### src/hdl/i2cms_pkg.sv
// Purpose: constants and types for the serial-bus register map selector
// Assumes: byte-level events come from a separate serial-bus bit engine
// Notes: bus ids are full address bytes, bit 0 carries the direction
//
// Summary of operation
// - answer main map at 0x40/0x41 with select pin low, 0x42/0x43 high, except while page is 11.
// - three sub maps share main id; page field at 0x0E bits 6:5 picks.
// - page 00 routes main-map accesses to the user sub map.
// - page 01 routes main-map accesses to the interrupt and vbi decode sub map.
// - page 10 routes main-map accesses to the second user sub map.
// - with no page write, main-map accesses reach the user sub map.
// - deinterlacer map id is 0xFD bits 7:1; writes on id, reads id plus one.
// - deinterlacer id resets to 0x00; map unreachable until bits 7:1 are programmed nonzero.
// - serial-output map id is 0xFE bits 7:1; writes on id, reads plus one.
// - serial-output id resets to 0x00; map unreachable until bits 7:1 are programmed nonzero.
// - deinterlacer and serial-output decode ignore select pin and page field.
// - select pin drives address bit 1; bit 0 is one for read, zero for write.
// - a location outside the selected map is not acknowledged; go idle.
package i2cms_pkg;

  // ----------------------------------------------------------------
  // addresses and locations
  // ----------------------------------------------------------------
  localparam logic [5:0] MAIN_ID_HIGH = 6'h10;
  localparam logic [7:0] PAGE_LOC = 8'h0E;
  localparam int PAGE_LSB = 5;
  localparam logic [7:0] DEINT_LOC = 8'hFD;
  localparam logic [7:0] SEROUT_LOC = 8'hFE;
  localparam logic [7:0] LOC_TOP_DEFAULT = 8'hFF;

  // ----------------------------------------------------------------
  // reset values and page codes
  // ----------------------------------------------------------------
  localparam logic [7:0] PAGE_RST = 8'h00;
  localparam logic [7:0] MAP_ID_RST = 8'h00;
  localparam logic [1:0] PAGE_USER = 2'h0;
  localparam logic [1:0] PAGE_INTVBI = 2'h1;
  localparam logic [1:0] PAGE_USER2 = 2'h2;

  // ----------------------------------------------------------------
  // types
  // ----------------------------------------------------------------
  typedef enum logic [2:0] {MAP_NONE, MAP_USER, MAP_INTVBI, MAP_USER2, MAP_DEINT, MAP_SEROUT} i2cms_map_t;

  // one byte event per cycle from the bit engine
  typedef struct packed {
    logic addr;
    logic sub;
    logic wr;
    logic rd;
    logic stop;
    logic [7:0] data;
  } i2cms_ev_t;

  // access handed to the selected map
  typedef struct packed {
    logic valid;
    logic write;
    i2cms_map_t map;
    logic [7:0] loc;
    logic [7:0] data;
  } i2cms_acc_t;

  typedef struct packed {
    logic hit;
    logic rd;
    i2cms_map_t map;
  } i2cms_dec_t;

endpackage

### src/hdl/i2cms_selector.sv
// Purpose: pick the register map or sub map that answers each serial-bus access
// Assumes: one byte event per cycle, already framed by the bit engine
// Notes: map contents live outside; only the three selector registers are held here
`timescale 1ns/100ps
module i2cms_selector
  import i2cms_pkg::*;
#(
  parameter logic [7:0] USER_TOP = LOC_TOP_DEFAULT,
  parameter logic [7:0] INTVBI_TOP = LOC_TOP_DEFAULT,
  parameter logic [7:0] USER2_TOP = LOC_TOP_DEFAULT,
  parameter logic [7:0] DEINT_TOP = LOC_TOP_DEFAULT,
  parameter logic [7:0] SEROUT_TOP = LOC_TOP_DEFAULT
)(
  // clock and reset
  input wire logic core_clk,
  input wire logic arst_n,
  input wire logic clk_en,
  // strap
  input wire logic bus_id_select_pin,
  // byte events and answer
  input wire i2cms_ev_t ev,
  output logic ack,
  output logic [7:0] rd_data,
  output logic rd_valid,
  // access to the maps
  output i2cms_acc_t acc,
  // selector state
  output logic [1:0] map_page_field,
  output logic [7:0] deint_map_id,
  output logic [7:0] serout_map_id
);

  // ----------------------------------------------------------------
  // helpers
  // ----------------------------------------------------------------
  typedef enum logic [1:0] {S_IDLE, S_SUBADDR, S_XFER} i2cms_state_t;

  function automatic i2cms_map_t page_map(input logic [1:0] page);
    case (page)
      PAGE_USER: page_map = MAP_USER;
      PAGE_INTVBI: page_map = MAP_INTVBI;
      PAGE_USER2: page_map = MAP_USER2;
      default: page_map = MAP_NONE;
    endcase
  endfunction

  // the page field answers in every main-map sub map, otherwise there would be no way back
  function automatic logic main_sub(input i2cms_map_t m);
    main_sub = (m == MAP_USER || m == MAP_INTVBI || m == MAP_USER2);
  endfunction

  function automatic logic [7:0] top_of(input i2cms_map_t m);
    case (m)
      MAP_USER: top_of = USER_TOP;
      MAP_INTVBI: top_of = INTVBI_TOP;
      MAP_USER2: top_of = USER2_TOP;
      MAP_DEINT: top_of = DEINT_TOP;
      MAP_SEROUT: top_of = SEROUT_TOP;
      default: top_of = 8'h00;
    endcase
  endfunction

  // main id wins over a programmable id that collides with it
  function automatic i2cms_dec_t map_decode(input logic [7:0] b, input logic pin, input logic [1:0] page,
                                            input logic [7:0] d_id, input logic [7:0] s_id);
    map_decode = '{hit: 1'b0, rd: b[0], map: MAP_NONE};
    if (b[7:1] == {MAIN_ID_HIGH, pin})
    begin
      map_decode.map = page_map(page);
      map_decode.hit = (map_decode.map != MAP_NONE);
    end
    else if (d_id[7:1] != 7'h00 && b[7:1] == d_id[7:1])
    begin
      map_decode.map = MAP_DEINT;
      map_decode.hit = 1'b1;
    end
    else if (s_id[7:1] != 7'h00 && b[7:1] == s_id[7:1])
    begin
      map_decode.map = MAP_SEROUT;
      map_decode.hit = 1'b1;
    end
  endfunction

  // ----------------------------------------------------------------
  // state
  // ----------------------------------------------------------------
  i2cms_state_t state, next_state;
  i2cms_map_t cur_map, next_cur_map;
  logic dir_rd, next_dir_rd;
  logic [7:0] ptr, next_ptr;
  logic past_top, next_past_top;
  logic [7:0] page_reg, next_page_reg;
  logic [7:0] next_deint_map_id, next_serout_map_id;
  logic [7:0] next_rd_data;
  logic next_rd_valid;
  i2cms_acc_t next_acc;
  i2cms_dec_t dec;
  logic any_ev;

  assign map_page_field = page_reg[PAGE_LSB +: 2];
  assign any_ev = ev.addr | ev.sub | ev.wr | ev.rd | ev.stop;

  always_comb
  begin
    next_state = state;
    next_cur_map = cur_map;
    next_dir_rd = dir_rd;
    next_ptr = ptr;
    next_past_top = past_top;
    next_page_reg = page_reg;
    next_deint_map_id = deint_map_id;
    next_serout_map_id = serout_map_id;
    next_rd_data = rd_data;
    next_rd_valid = 1'b0;
    next_acc = acc;
    next_acc.valid = 1'b0;
    ack = 1'b0;
    dec = map_decode(ev.data, bus_id_select_pin, map_page_field, deint_map_id, serout_map_id);
    if (clk_en)
    begin
      if (ev.stop)
        next_state = S_IDLE;
      else if (ev.addr)
      begin
        ack = dec.hit;
        next_state = !dec.hit ? S_IDLE : (dec.rd ? S_XFER : S_SUBADDR);
        if (dec.hit)
        begin
          next_cur_map = dec.map;
          next_dir_rd = dec.rd;
        end
      end
      else
        case (state)
          S_SUBADDR:
            if (ev.sub && ev.data <= top_of(cur_map))
            begin
              ack = 1'b1;
              next_ptr = ev.data;
              next_past_top = 1'b0;
              next_state = S_XFER;
            end
            else if (any_ev)
              next_state = S_IDLE;
          S_XFER:
            if (ev.wr && !dir_rd && !past_top)
            begin
              ack = 1'b1;
              next_acc = '{valid: 1'b1, write: 1'b1, map: cur_map, loc: ptr, data: ev.data};
              if (main_sub(cur_map) && ptr == PAGE_LOC)
                next_page_reg = ev.data;
              if (cur_map == MAP_USER && ptr == DEINT_LOC)
                next_deint_map_id = ev.data;
              if (cur_map == MAP_USER && ptr == SEROUT_LOC)
                next_serout_map_id = ev.data;
              next_past_top = (ptr == top_of(cur_map));
              next_ptr = (ptr == top_of(cur_map)) ? ptr : ptr + 8'h01;
            end
            else if (ev.rd && dir_rd)
            begin
              ack = 1'b1;
              next_acc = '{valid: 1'b1, write: 1'b0, map: cur_map, loc: ptr, data: 8'h00};
              next_rd_valid = 1'b1;
              next_rd_data = 8'h00;
              if (main_sub(cur_map) && ptr == PAGE_LOC)
                next_rd_data = page_reg;
              if (cur_map == MAP_USER && ptr == DEINT_LOC)
                next_rd_data = deint_map_id;
              if (cur_map == MAP_USER && ptr == SEROUT_LOC)
                next_rd_data = serout_map_id;
              // reads past the top keep returning the top location
              next_ptr = (ptr == top_of(cur_map)) ? ptr : ptr + 8'h01;
            end
            else if (any_ev)
              next_state = S_IDLE;
          default:
            if (any_ev)
              next_state = S_IDLE;
        endcase
    end
  end

  always_ff @(posedge core_clk or negedge arst_n)
  begin
    if (!arst_n)
    begin
      state <= S_IDLE;
      cur_map <= MAP_NONE;
      dir_rd <= 1'b0;
      ptr <= 8'h00;
      past_top <= 1'b0;
      page_reg <= PAGE_RST;
      deint_map_id <= MAP_ID_RST;
      serout_map_id <= MAP_ID_RST;
      rd_data <= 8'h00;
      rd_valid <= 1'b0;
      acc <= '0;
    end
    else if (clk_en)
    begin
      state <= next_state;
      cur_map <= next_cur_map;
      dir_rd <= next_dir_rd;
      ptr <= next_ptr;
      past_top <= next_past_top;
      page_reg <= next_page_reg;
      deint_map_id <= next_deint_map_id;
      serout_map_id <= next_serout_map_id;
      rd_data <= next_rd_data;
      rd_valid <= next_rd_valid;
      acc <= next_acc;
    end
  end

  // ----------------------------------------------------------------
  // checks
  // ----------------------------------------------------------------
  logic live, main_hit, sub_wr;
  assign live = clk_en && !ev.stop;
  assign main_hit = live && ev.addr && ev.data[7:1] == {MAIN_ID_HIGH, bus_id_select_pin};
  assign sub_wr = live && !ev.addr && ev.wr && state == S_XFER && !dir_rd && !past_top && main_sub(cur_map);
endmodule // i2cms_selector

### config.mk
export PLATFORM = sky130hd
export DESIGN_NAME = i2cms_selector
export DESIGN_NICKNAME = d
export VERILOG_FILES = /design/src/hdl/i2cms_pkg.sv /design/src/hdl/i2cms_selector.sv
export SDC_FILE = /design/constraint.sdc
export NUM_CORES = 1
export LEC_CHECK = 0
export BUFFER_PORTS_ARGS = -buffer_cell sky130_fd_sc_hd__buf_2
export CAP_MARGIN = 10
export CORE_MARGIN = 3
export CORE_UTILIZATION = 29
export CTS_CLUSTER_DIAMETER = 30
export DETAILED_ROUTE_END_ITERATION = 12
export PLACE_DENSITY = 0.46
export SLEW_MARGIN = 20
export SYNTH_ARGS = -nofsm -noshare
export SYNTH_HDL_FRONTEND = slang
export SYNTH_SLANG_ARGS = --single-unit
export TNS_END_PERCENT = 5
### constraint.sdc
create_clock -name core_clk -period 3.74 [get_ports core_clk]
set_input_delay 0.187 -clock core_clk [delete_from_list [all_inputs] [get_ports core_clk]]
set_output_delay 0.187 -clock core_clk [all_outputs]
set_load 0.05 [all_outputs]
==> Yosys cells after proc, flatten, opt, wreduce, memory -nomap -nowiden <==
Index checks and enable logic that the tools add are counted.
{ "totals": {"register_bits": 69, "out_inout_bits": 49, "wordCells": 138} }
{ "classes": {"addsub": 1, "order_cmp": 1, "eq_ne": 24, "muxes": 61, "n_bitwise": 7, "reduce_logical": 29} }
{ "ops": {"columns": ["operator", "n"], "rows": [
  ["8-bit 2-to-1 mux", 24],
  ["21-bit 2-to-1 mux", 5],
  ["6-bit AND reduction", 5],
  ["8-bit equality test", 2],
  ["8-bit equality test, second input constant", 2],
  ["2-bit 2-to-1 mux", 8],
  ["8-bit case mux with 2 select lines", 1],
  ["1-bit 2-to-1 mux", 15],
  ["7-bit equality test", 2],
  ["7-bit nonzero test", 2],
  ["3-bit 2-to-1 mux", 4],
  ["1-bit logical AND", 9],
  ["3-bit inequality test, second input constant", 3],
  ["8-bit by 1-bit adder with 8-bit output, second input constant", 1],
  ["8-bit by 4-bit equality test with 1-bit output, second input constant", 1],
  ["8-bit less-or-equal comparator", 1],
  ["4-bit inequality test, second input constant", 2],
  ["8-bit AND reduction", 1],
  ["7-bit by 6-bit equality test with 1-bit output", 1],
  ["3-bit by 2-bit equality test with 1-bit output, second input constant", 2],
  ["3-bit equality test, second input constant", 2],
  ["2-bit case mux with 3 select lines", 1],
  ["5-bit AND reduction", 1],
  ["5-bit OR reduction", 1],
  ["other kinds (15)", 27]
]} }

==> Depth between registers and ports, before layout <==
Gate-level depths: netlist of the first run.
{ "logic_depth": {"word_depth": 14, "depth_mapped": 11, "ltp_nobuf": 9} }

==> Least setup slack after synthesis of the first run <==
OpenSTA, ideal clock, no wires.
{ "synth_timing": {"path_kind": "reg2out", "from": "register cur_map[1]", "to": "output port ack", "arrival_time_ps": 3123, "setup_slack_ps": 430, "path_stages_with_launch": 11, "path_buffers": 1, "cell_sequence": "dfrtp_1 -> buf_6 -> or3_4 -> and2_1 -> ha_1 -> or2_2 -> and4bb_1 -> a21o_1 -> and2_1 -> a21oi_1 -> o31ai_1"} }
{ "synth_between": {"elab_chain_cells": 14, "word_cells_on_any_way": 18, "classes_between": "order compare: 1; eq/ne: 5; mux: 10; reduce/logical: 2"} }
{ "synth_rtl": {"columns": ["element", "line", "text"], "rows": [
  ["start, declared", "i2cms_selector.sv:88", "i2cms_map_t cur_map, next_cur_map;"],
  ["start signal, assigned", "i2cms_selector.sv:202", "cur_map <= next_cur_map;"],
  ["3-bit by 1-bit equality test with 1-bit output, or another cell as far along", "i2cms_selector.sv:53", "case (m)"],
  ["5-bit OR reduction (no source line) (*)", null, null],
  ["8-bit 2-to-1 mux (*)", "i2cms_selector.sv:53", null],
  ["8-bit 2-to-1 mux (*)", "i2cms_selector.sv:134", "case (state)"],
  ["8-bit 2-to-1 mux (*)", "i2cms_selector.sv:123", "else if (ev.addr)"],
  ["8-bit 2-to-1 mux (*)", "i2cms_selector.sv:121", "if (ev.stop)"],
  ["8-bit 2-to-1 mux (*)", "i2cms_selector.sv:119", "if (clk_en)"],
  ["8-bit less-or-equal comparator (*)", "i2cms_selector.sv:136", "if (ev.sub && ev.data <= top_of(cur_map))"],
  ["1-bit logical AND (*)", "i2cms_selector.sv:136", null],
  ["1-bit 2-to-1 mux (*)", "i2cms_selector.sv:136", null],
  ["1-bit case mux with 2 select lines (*)", "i2cms_selector.sv:134", null],
  ["1-bit 2-to-1 mux (*)", "i2cms_selector.sv:123", null],
  ["1-bit 2-to-1 mux (*)", "i2cms_selector.sv:121", null],
  ["1-bit 2-to-1 mux (*)", "i2cms_selector.sv:119", null],
  ["end, declared", "i2cms_selector.sv:22", "output logic ack,"]
]} }
Mark *: on every way between the ends. The rest lies on a longest branch, timed or not. The select of a mux whose other input is x is not followed.

==> Worst setup path in the final report of the first run <==
Ends and elaborated chain as after synthesis.

==> results of run 1 <==
## path summary, 6_finish.rpt
path | startpoint | to | slack [ns] | cells past startpoint
max | cur_map[1]$_DFFE_PN0P_ | ack | 0.28 | 10
max reg2reg | cur_map[1]$_DFFE_PN0P_ | ptr[5]$_DFFE_PN0P_ | 0.61 | 9
min in group asynchronous | arst_n | deint_map_id[7]$_DFFE_PN0P_ | 0.41 | 2
max in group asynchronous | arst_n | past_top$_DFFE_PN0P_ | 2.32 | 3
min | clk_en | acc[20]$_DFFE_PN0P_ | 0.13 | 2
min reg2reg | acc[19]$_DFFE_PN0P_ | acc[19]$_DFFE_PN0P_ | 0.47 | 1
## per-stage QoR
| stage | cells | total power (µW) | hold WS, ns | area, µm² |
|---|---|---|---|---|
| after CTS | 589 | 1970 | 0.119 | 4550 |
| after floorplan | 356 | 804 | -0.109 | 3700 |
| after global routing | 589 | 2010 | 0.154 | 4550 |
| after global placement | 572 | 845 | 0.242 | 4150 |
| final | 589 | 1940 | 0.130 | 4550 |
| after detailed placement | 572 | 845 | 0.240 | 4150 |
## power groups by stage
| stage | Clock [µW] | Sequential (µW) | Combinational [µW] |
|---|---|---|---|
| after global routing | 1170 | 752 | 89.4 |
| after floorplan | 0 | 766 | 37.7 |
| after detailed placement | 0 | 765 | 80.0 |
| after CTS | 1140 | 752 | 81.0 |
| final | 1110 | 752 | 79.0 |
| after global placement | 0 | 765 | 79.7 |
## placed cells by master, fill, tap and decap left out, types with 10 or more instances in the layout
| cell type | n |
|---|---|
| dfrtp_1 | 69 |
| buf_2 | 65 |
| nand2_1 | 36 |
| mux2_2 | 29 |
| o21ai_0 | 21 |
| a21oi_1 | 18 |
| nor2_1 | 17 |
| inv_1 | 13 |
| ha_1 | 10 |
## synth_stat cells, drive strengths merged (2+ instances only)
cell type  instances
o21ai             21
nand3             10
or4                3
and3               3
inv               13
ha                10
nand2             38
nand4b             3
a41o               2
dfrtp             69
buf               12
nor2b              7
mux2              29
a211o              2
a22oi              7
xor2               9
or2                2
nor4               5
nand4              6
nor3               6
nor2              18
and2               4
a221oi             5
or3                4
clkbuf            10
o32ai              2
xnor2              5
o31ai              8
a21o               3
a22o               8
a21oi             18
## layout make-up
class	count	area, µm²	area share, %
clock buffers	10	229	5.03
clock inverters	6	159	3.49
inverters	13	48.8	1.07
multi-input cells	252	1800	39.6
flip-flops and latches	69	1730	38.0
well taps	168	210	4.62
repair buffers	71	373	8.20
## routing by layer
| metal | GRT usage, % | vias to the layer above |
|---|---|---|
| met1 | 22.6 | 1445 |
| met5 | 0 | - |
| li1 | - | 1418 |
| met2 | 22.1 | 65 |
| met4 | 6.73 | 0 |
| met3 | 2.47 | 11 |
## cell families after synthesis
family          Yosys count  synth area share [%]
buf+inv                  35                  4.57
fa+ha+maj                10                  3.38
mux                      29                  8.83
flops                    69                  46.7
simple gates            112                  17.1
xor+xnor                 14                  3.32
compound gates           87                  16.1
## worst max-delay path: cells and delay by family, from the launching register on
kind | cells | cell delay (ns)
fa+ha+maj | 1 | 0.29
flops | 1 | 0.47
simple gates | 5 | 1.49
buf+inv | 1 | 0.24
compound gates | 3 | 0.46
## repair_timing
item / CTS / global route
buffers inserted: 0 / 0
hold buffers: 1 / 0
endpoints found under the hold margin: 25 / 0
==> flow_summary_export.csv, run 1 <==
group,metric,value,unit
status,outcome,"finished, final reports clean",
floorplanning,core_area,0.0123,mm²
critical_path,required,3.55,ns
floorplanning,die_y,119,µm
min_path,hp-class,"in2reg",
critical_path,start_kind,"register",
critical_path,cpMostUsedCell,"and2_1",
timing,tightest_slew,0.986,ns
synth,synth_area_leaders,"dfrtp_1 (47%), mux2_2 (8.8%), nand2_1 (3.7%)",
synth,synth_area_leader_cell,"dfrtp_1",
power,p_sw,381,µW
timing,fmax,289,MHz
global_routing,grt_max_degree,45,
clock_tree,cts_tree,"built",
layout,layout.nets,443,
power,p_per_area,426,mW/mm²
routing,num_vias,2939,
floorplanning,start_util,30.2,%
critical_path,worstSetupPathType,"reg2out",
timing,rsz0062_at_grt,"no",
timing,slew_violations,0,
layout,post-route-util,37.1,%
routing,highest_layer,"met4",
timing,fin_ws,0.278,ns
layout,area_growth,23.0,%
critical_path,crit_fanout,8,
layout,drive_above_1_share,30.4,%
timing,hold_violations,0,
synth,syn_inst,356,
routing,drt-wirelength-per-cell,17.6,µm
synth,yosysWarnings,0,
layout,max_flop_register,"acc",
critical_path,end_kind,"primary output",
synth,netlist_area,0.00370,mm²
floorplanning,dieArea,0.0141,mm²
placed_design,port_buffers,65,
routing,wl_met1,5.15,mm
routing,drc,0,
synth,synth_edf_count,0,
clock_tree,htreeDepth,3,
routing,wl_met2,4.59,mm
power,p_comb_share,4.1,%
global_routing,grt_overflow,0,
synth,synth_top_area_share,46.7,%
synth,async_reset_ff_share,100,%
timing,finClkSkew,0.0108,ns
synth,yosys_register_bits,69,
timing,fin_crit_sh,92.6,%
layout,fill_cells,1262,
clock_tree,post_cts_resized,0,
floorplanning,die_w,119,µm
global_routing,grt_pass1_vias,2988,
power,peakVddDrop,0.000160,V
clock_tree,root_buffer,"clkbuf_16",
clock_tree,clkLatencyLatePin,0.33,ns
clock_tree,cts_made_buffers,9,
power,pwr-share-clk,57.2,%
routing,routed_wl,10.4,mm
power,p_int,1560,µW
clock_tree,path_clk_slew,0.06,ns
routing,wl_met3,460,µm
placed_design,gp_congestion,0.807,
routing,drt_pass1_iterations,4,
synth,ys_seq_area_share,46.7,%
synth,yosys.cell_types.count,55,
critical_path,critPathSlowestCell,"dfrtp_1",
layout,diodes,0,
timing,final.setup.tns,0,ns
global_routing,grt_first_pass_wirelength,16.9,mm
clock_tree,cts_buffer_depth,2,
power,total_leakage_power,0.00224,µW
synth,syn_nets,383,
timing,finalCriticalPeriod,3.46,ns
power,p_sw_share,19.6,%
timing,relSlewSlack,34.3,%
timing,setup_viol,0,
synth,synth_ff_type,"dfrtp_1",
placed_design,dpl.hpwl,7.51,mm
floorplanning,rows,40,
critical_path,cp.arrival,3.28,ns
layout,largest_reg_flops,21,
critical_path,max_stage_delay,0.47,ns
global_routing,antenna_found_initial,0,
floorplanning,io_pins,66,
global_routing,grt_usage,15.3,%
routing,drt_iter0_markers,197,
critical_path,path_cells,"or3_4 > and2_1 > ha_1 > or2_2 > or3_1 > a21o_1 > and2_1 > a21oi_1 > o31ai_1 > buf_2",
routing,ant_nets,0,
clock_tree,clkSinkCount,69,
placed_design,dp_worst_setup_slack,0.626,ns
synth,synth_area_per_cell,10.4,µm²
power,pwr-share-seq,38.8,%
flow_run,cap_violations,0,
routing,drt-vias-per-instance,4.99,
(Power assumes the default switching activity.)
==> inputs of run 2 (changes only) <==
==> constraint.sdc (replaced) <==
create_clock -name core_clk -period 3.5 [get_ports core_clk]
set_input_delay 0.175 -clock core_clk [delete_from_list [all_inputs] [get_ports core_clk]]
set_output_delay 0.175 -clock core_clk [all_outputs]
set_load 0.05 [all_outputs]
==> run 2 against run 1 <==
Net effect: first-iteration DRC count is 17% higher; clock power is 11% lower; wire length is 2.0% lower; combinational power is 6.3% higher; critical path depth stayed put.
==> flow_summary_export.csv, run 2 (synthesis results as in run 1) <==
group,metric,value,unit
timing,tightest_slew,0.816,ns
status,outcome,"finished, final reports clean",
layout,drive_above_1_share,31.7,%
timing,fin_ws,0.135,ns
routing,drt-wirelength-per-cell,17.1,µm
floorplanning,dieArea,0.0141,mm²
layout,largest_reg_flops,21,
global_routing,grt_max_degree,45,
clock_tree,path_clk_slew,0.06,ns
floorplanning,die_y,119,µm
layout,diodes,0,
routing,num_vias,2968,
min_path,hp-class,"in2reg",
global_routing,grt-busiest-layer,"met2",
timing,finClkSkew,0.00350,ns
timing,final.setup.tns,0,ns
flow_run,cap_violations,0,
routing,drt_iter0_markers,231,
global_routing,use_met2,22.0,%
layout,area_growth,22.5,%
critical_path,worstSetupPathType,"reg2out",
global_routing,grt_pass1_vias,2927,
placed_design,gp_congestion,0.813,
layout,layout.nets,448,
critical_path,critPathSlowestCell,"dfrtp_2",
routing,drt_pass1_iterations,4,
placed_design,dpl.hpwl,7.41,mm
floorplanning,start_util,30.2,%
routing,drt-vias-per-instance,5.00,
layout,post-route-util,36.9,%
timing,finalCriticalPeriod,3.37,ns
critical_path,start_kind,"register",
clock_tree,clkSinkCount,69,
clock_tree,root_buffer,"clkbuf_16",
power,peakVddDrop,0.000176,V
clock_tree,clkLatencyLatePin,0.33,ns
floorplanning,core_area,0.0123,mm²
critical_path,end_kind,"primary output",
critical_path,crit_fanout,8,
global_routing,use_met1,21.8,%
floorplanning,die_w,119,µm
routing,drc,0,
critical_path,path_cells,"or3_4 > and2_1 > ha_1 > or2_2 > or3_1 > a21o_1 > and2_1 > a21oi_1 > o31ai_1 > buf_4",
routing,routed_wl,10.2,mm
power,p_per_area,414,mW/mm²
critical_path,max_stage_delay,0.46,ns
power,total_leakage_power,0.00224,µW
global_routing,grt_first_pass_wirelength,16.4,mm
timing,fin_crit_sh,96.1,%
placed_design,dp_worst_setup_slack,0.417,ns
critical_path,cp.arrival,3.19,ns
placed_design,port_buffers,65,
timing,slew_violations,0,
floorplanning,rows,40,
clock_tree,cts_tree,"built",
timing,setup_viol,0,
global_routing,use_met3,3.09,%
critical_path,required,3.32,ns
global_routing,grt_overflow,0,
layout,max_flop_register,"acc",
clock_tree,htreeDepth,3,
timing,hold_violations,0,
layout,mostFrequentLayoutCell,"dfrtp_1",
floorplanning,io_pins,66,
critical_path,cpMostUsedCell,"and2_1",
timing,fmax,297,MHz
clock_tree,cts_buffer_depth,2,
timing,relSlewSlack,45.1,%
global_routing,antenna_found_initial,0,
clock_tree,cts_made_buffers,9,
global_routing,grt_usage,15.0,%
routing,ant_nets,0,
layout,layout_common_cells,"dfrtp_1 (67), buf_2 (64), nand2_1 (36), mux2_2 (29), o21ai_0 (21)",
-- run 2: final cells by class --
class | count | area (µm²)
Clock buffer | 12 | 256
Clock inverter | 4 | 70.1
Sequential cell | 69 | 1730
Multi-Input combinational cell | 252 | 1800
Timing Repair Buffer | 76 | 413
Fill cell | 1256 | 7730
Tap cell | 168 | 210
Inverter | 13 | 48.8
-- run 2: stage by stage --
stage,hold slack [ns],cell area (µm²),total power [µW],instances
detailed placement,0.224,4170,903,575
finish,0.130,4530,1880,594
global route,0.142,4530,1950,594
global placement,0.219,4170,903,575
floorplan,-0.121,3700,859,356
CTS,0.111,4510,1910,592
-- run 2: routing by layer --
| layer | wire length (µm) | share of wire [%] |
|---|---|---|
| met1 | 5070 | 50 |
| met2 | 4470 | 44 |
| met3 | 502 | 4.9 |
| met4 | 129 | 1.3 |
| met5 | 0 | 0 |
-- run 2: what timing repair did --
action                                  4_1_cts  5_1_grt
endpoints found under the hold margin        25        0
buffers inserted                              0        2
gates resized for setup                       0        4
hold buffers                                  1        0
endpoints found under the setup margin        0        1
-- run 2: worst paths after layout --
path / slack [ns] / end / cells past startpoint / start
worst min register to register: 0.47 / acc[14]$_DFFE_PN0P_ / 2 / acc[14]$_DFFE_PN0P_
worst max-delay path: 0.13 / ack / 10 / cur_map[1]$_DFFE_PN0P_
max in group asynchronous: 2.13 / ptr[6]$_DFFE_PN0P_ / 3 / arst_n
worst max register to register: 0.47 / ptr[6]$_DFFE_PN0P_ / 8 / cur_map[1]$_DFFE_PN0P_
min in group asynchronous: 0.38 / deint_map_id[2]$_DFFE_PN0P_ / 2 / arst_n
worst min-delay path: 0.13 / acc[20]$_DFFE_PN0P_ / 2 / clk_en
-- run 2: worst max-delay path, delay by kind of cell, from the launching register on --
kind	cells	cell delay, ns
buffers and inverters	1	0.21
AOI/OAI and AO/OA	3	0.46
DFF	1	0.46
and+or+nand+nor	5	1.47
adders and majority gates	1	0.27
-- run 2: power breakdown --
group / internal [µW] / total (µW) / switching [µW]
clock: 660 / 990 / 330
sequential: 800 / 804 / 3.20
combinational: 23.9 / 84.0 / 60.0
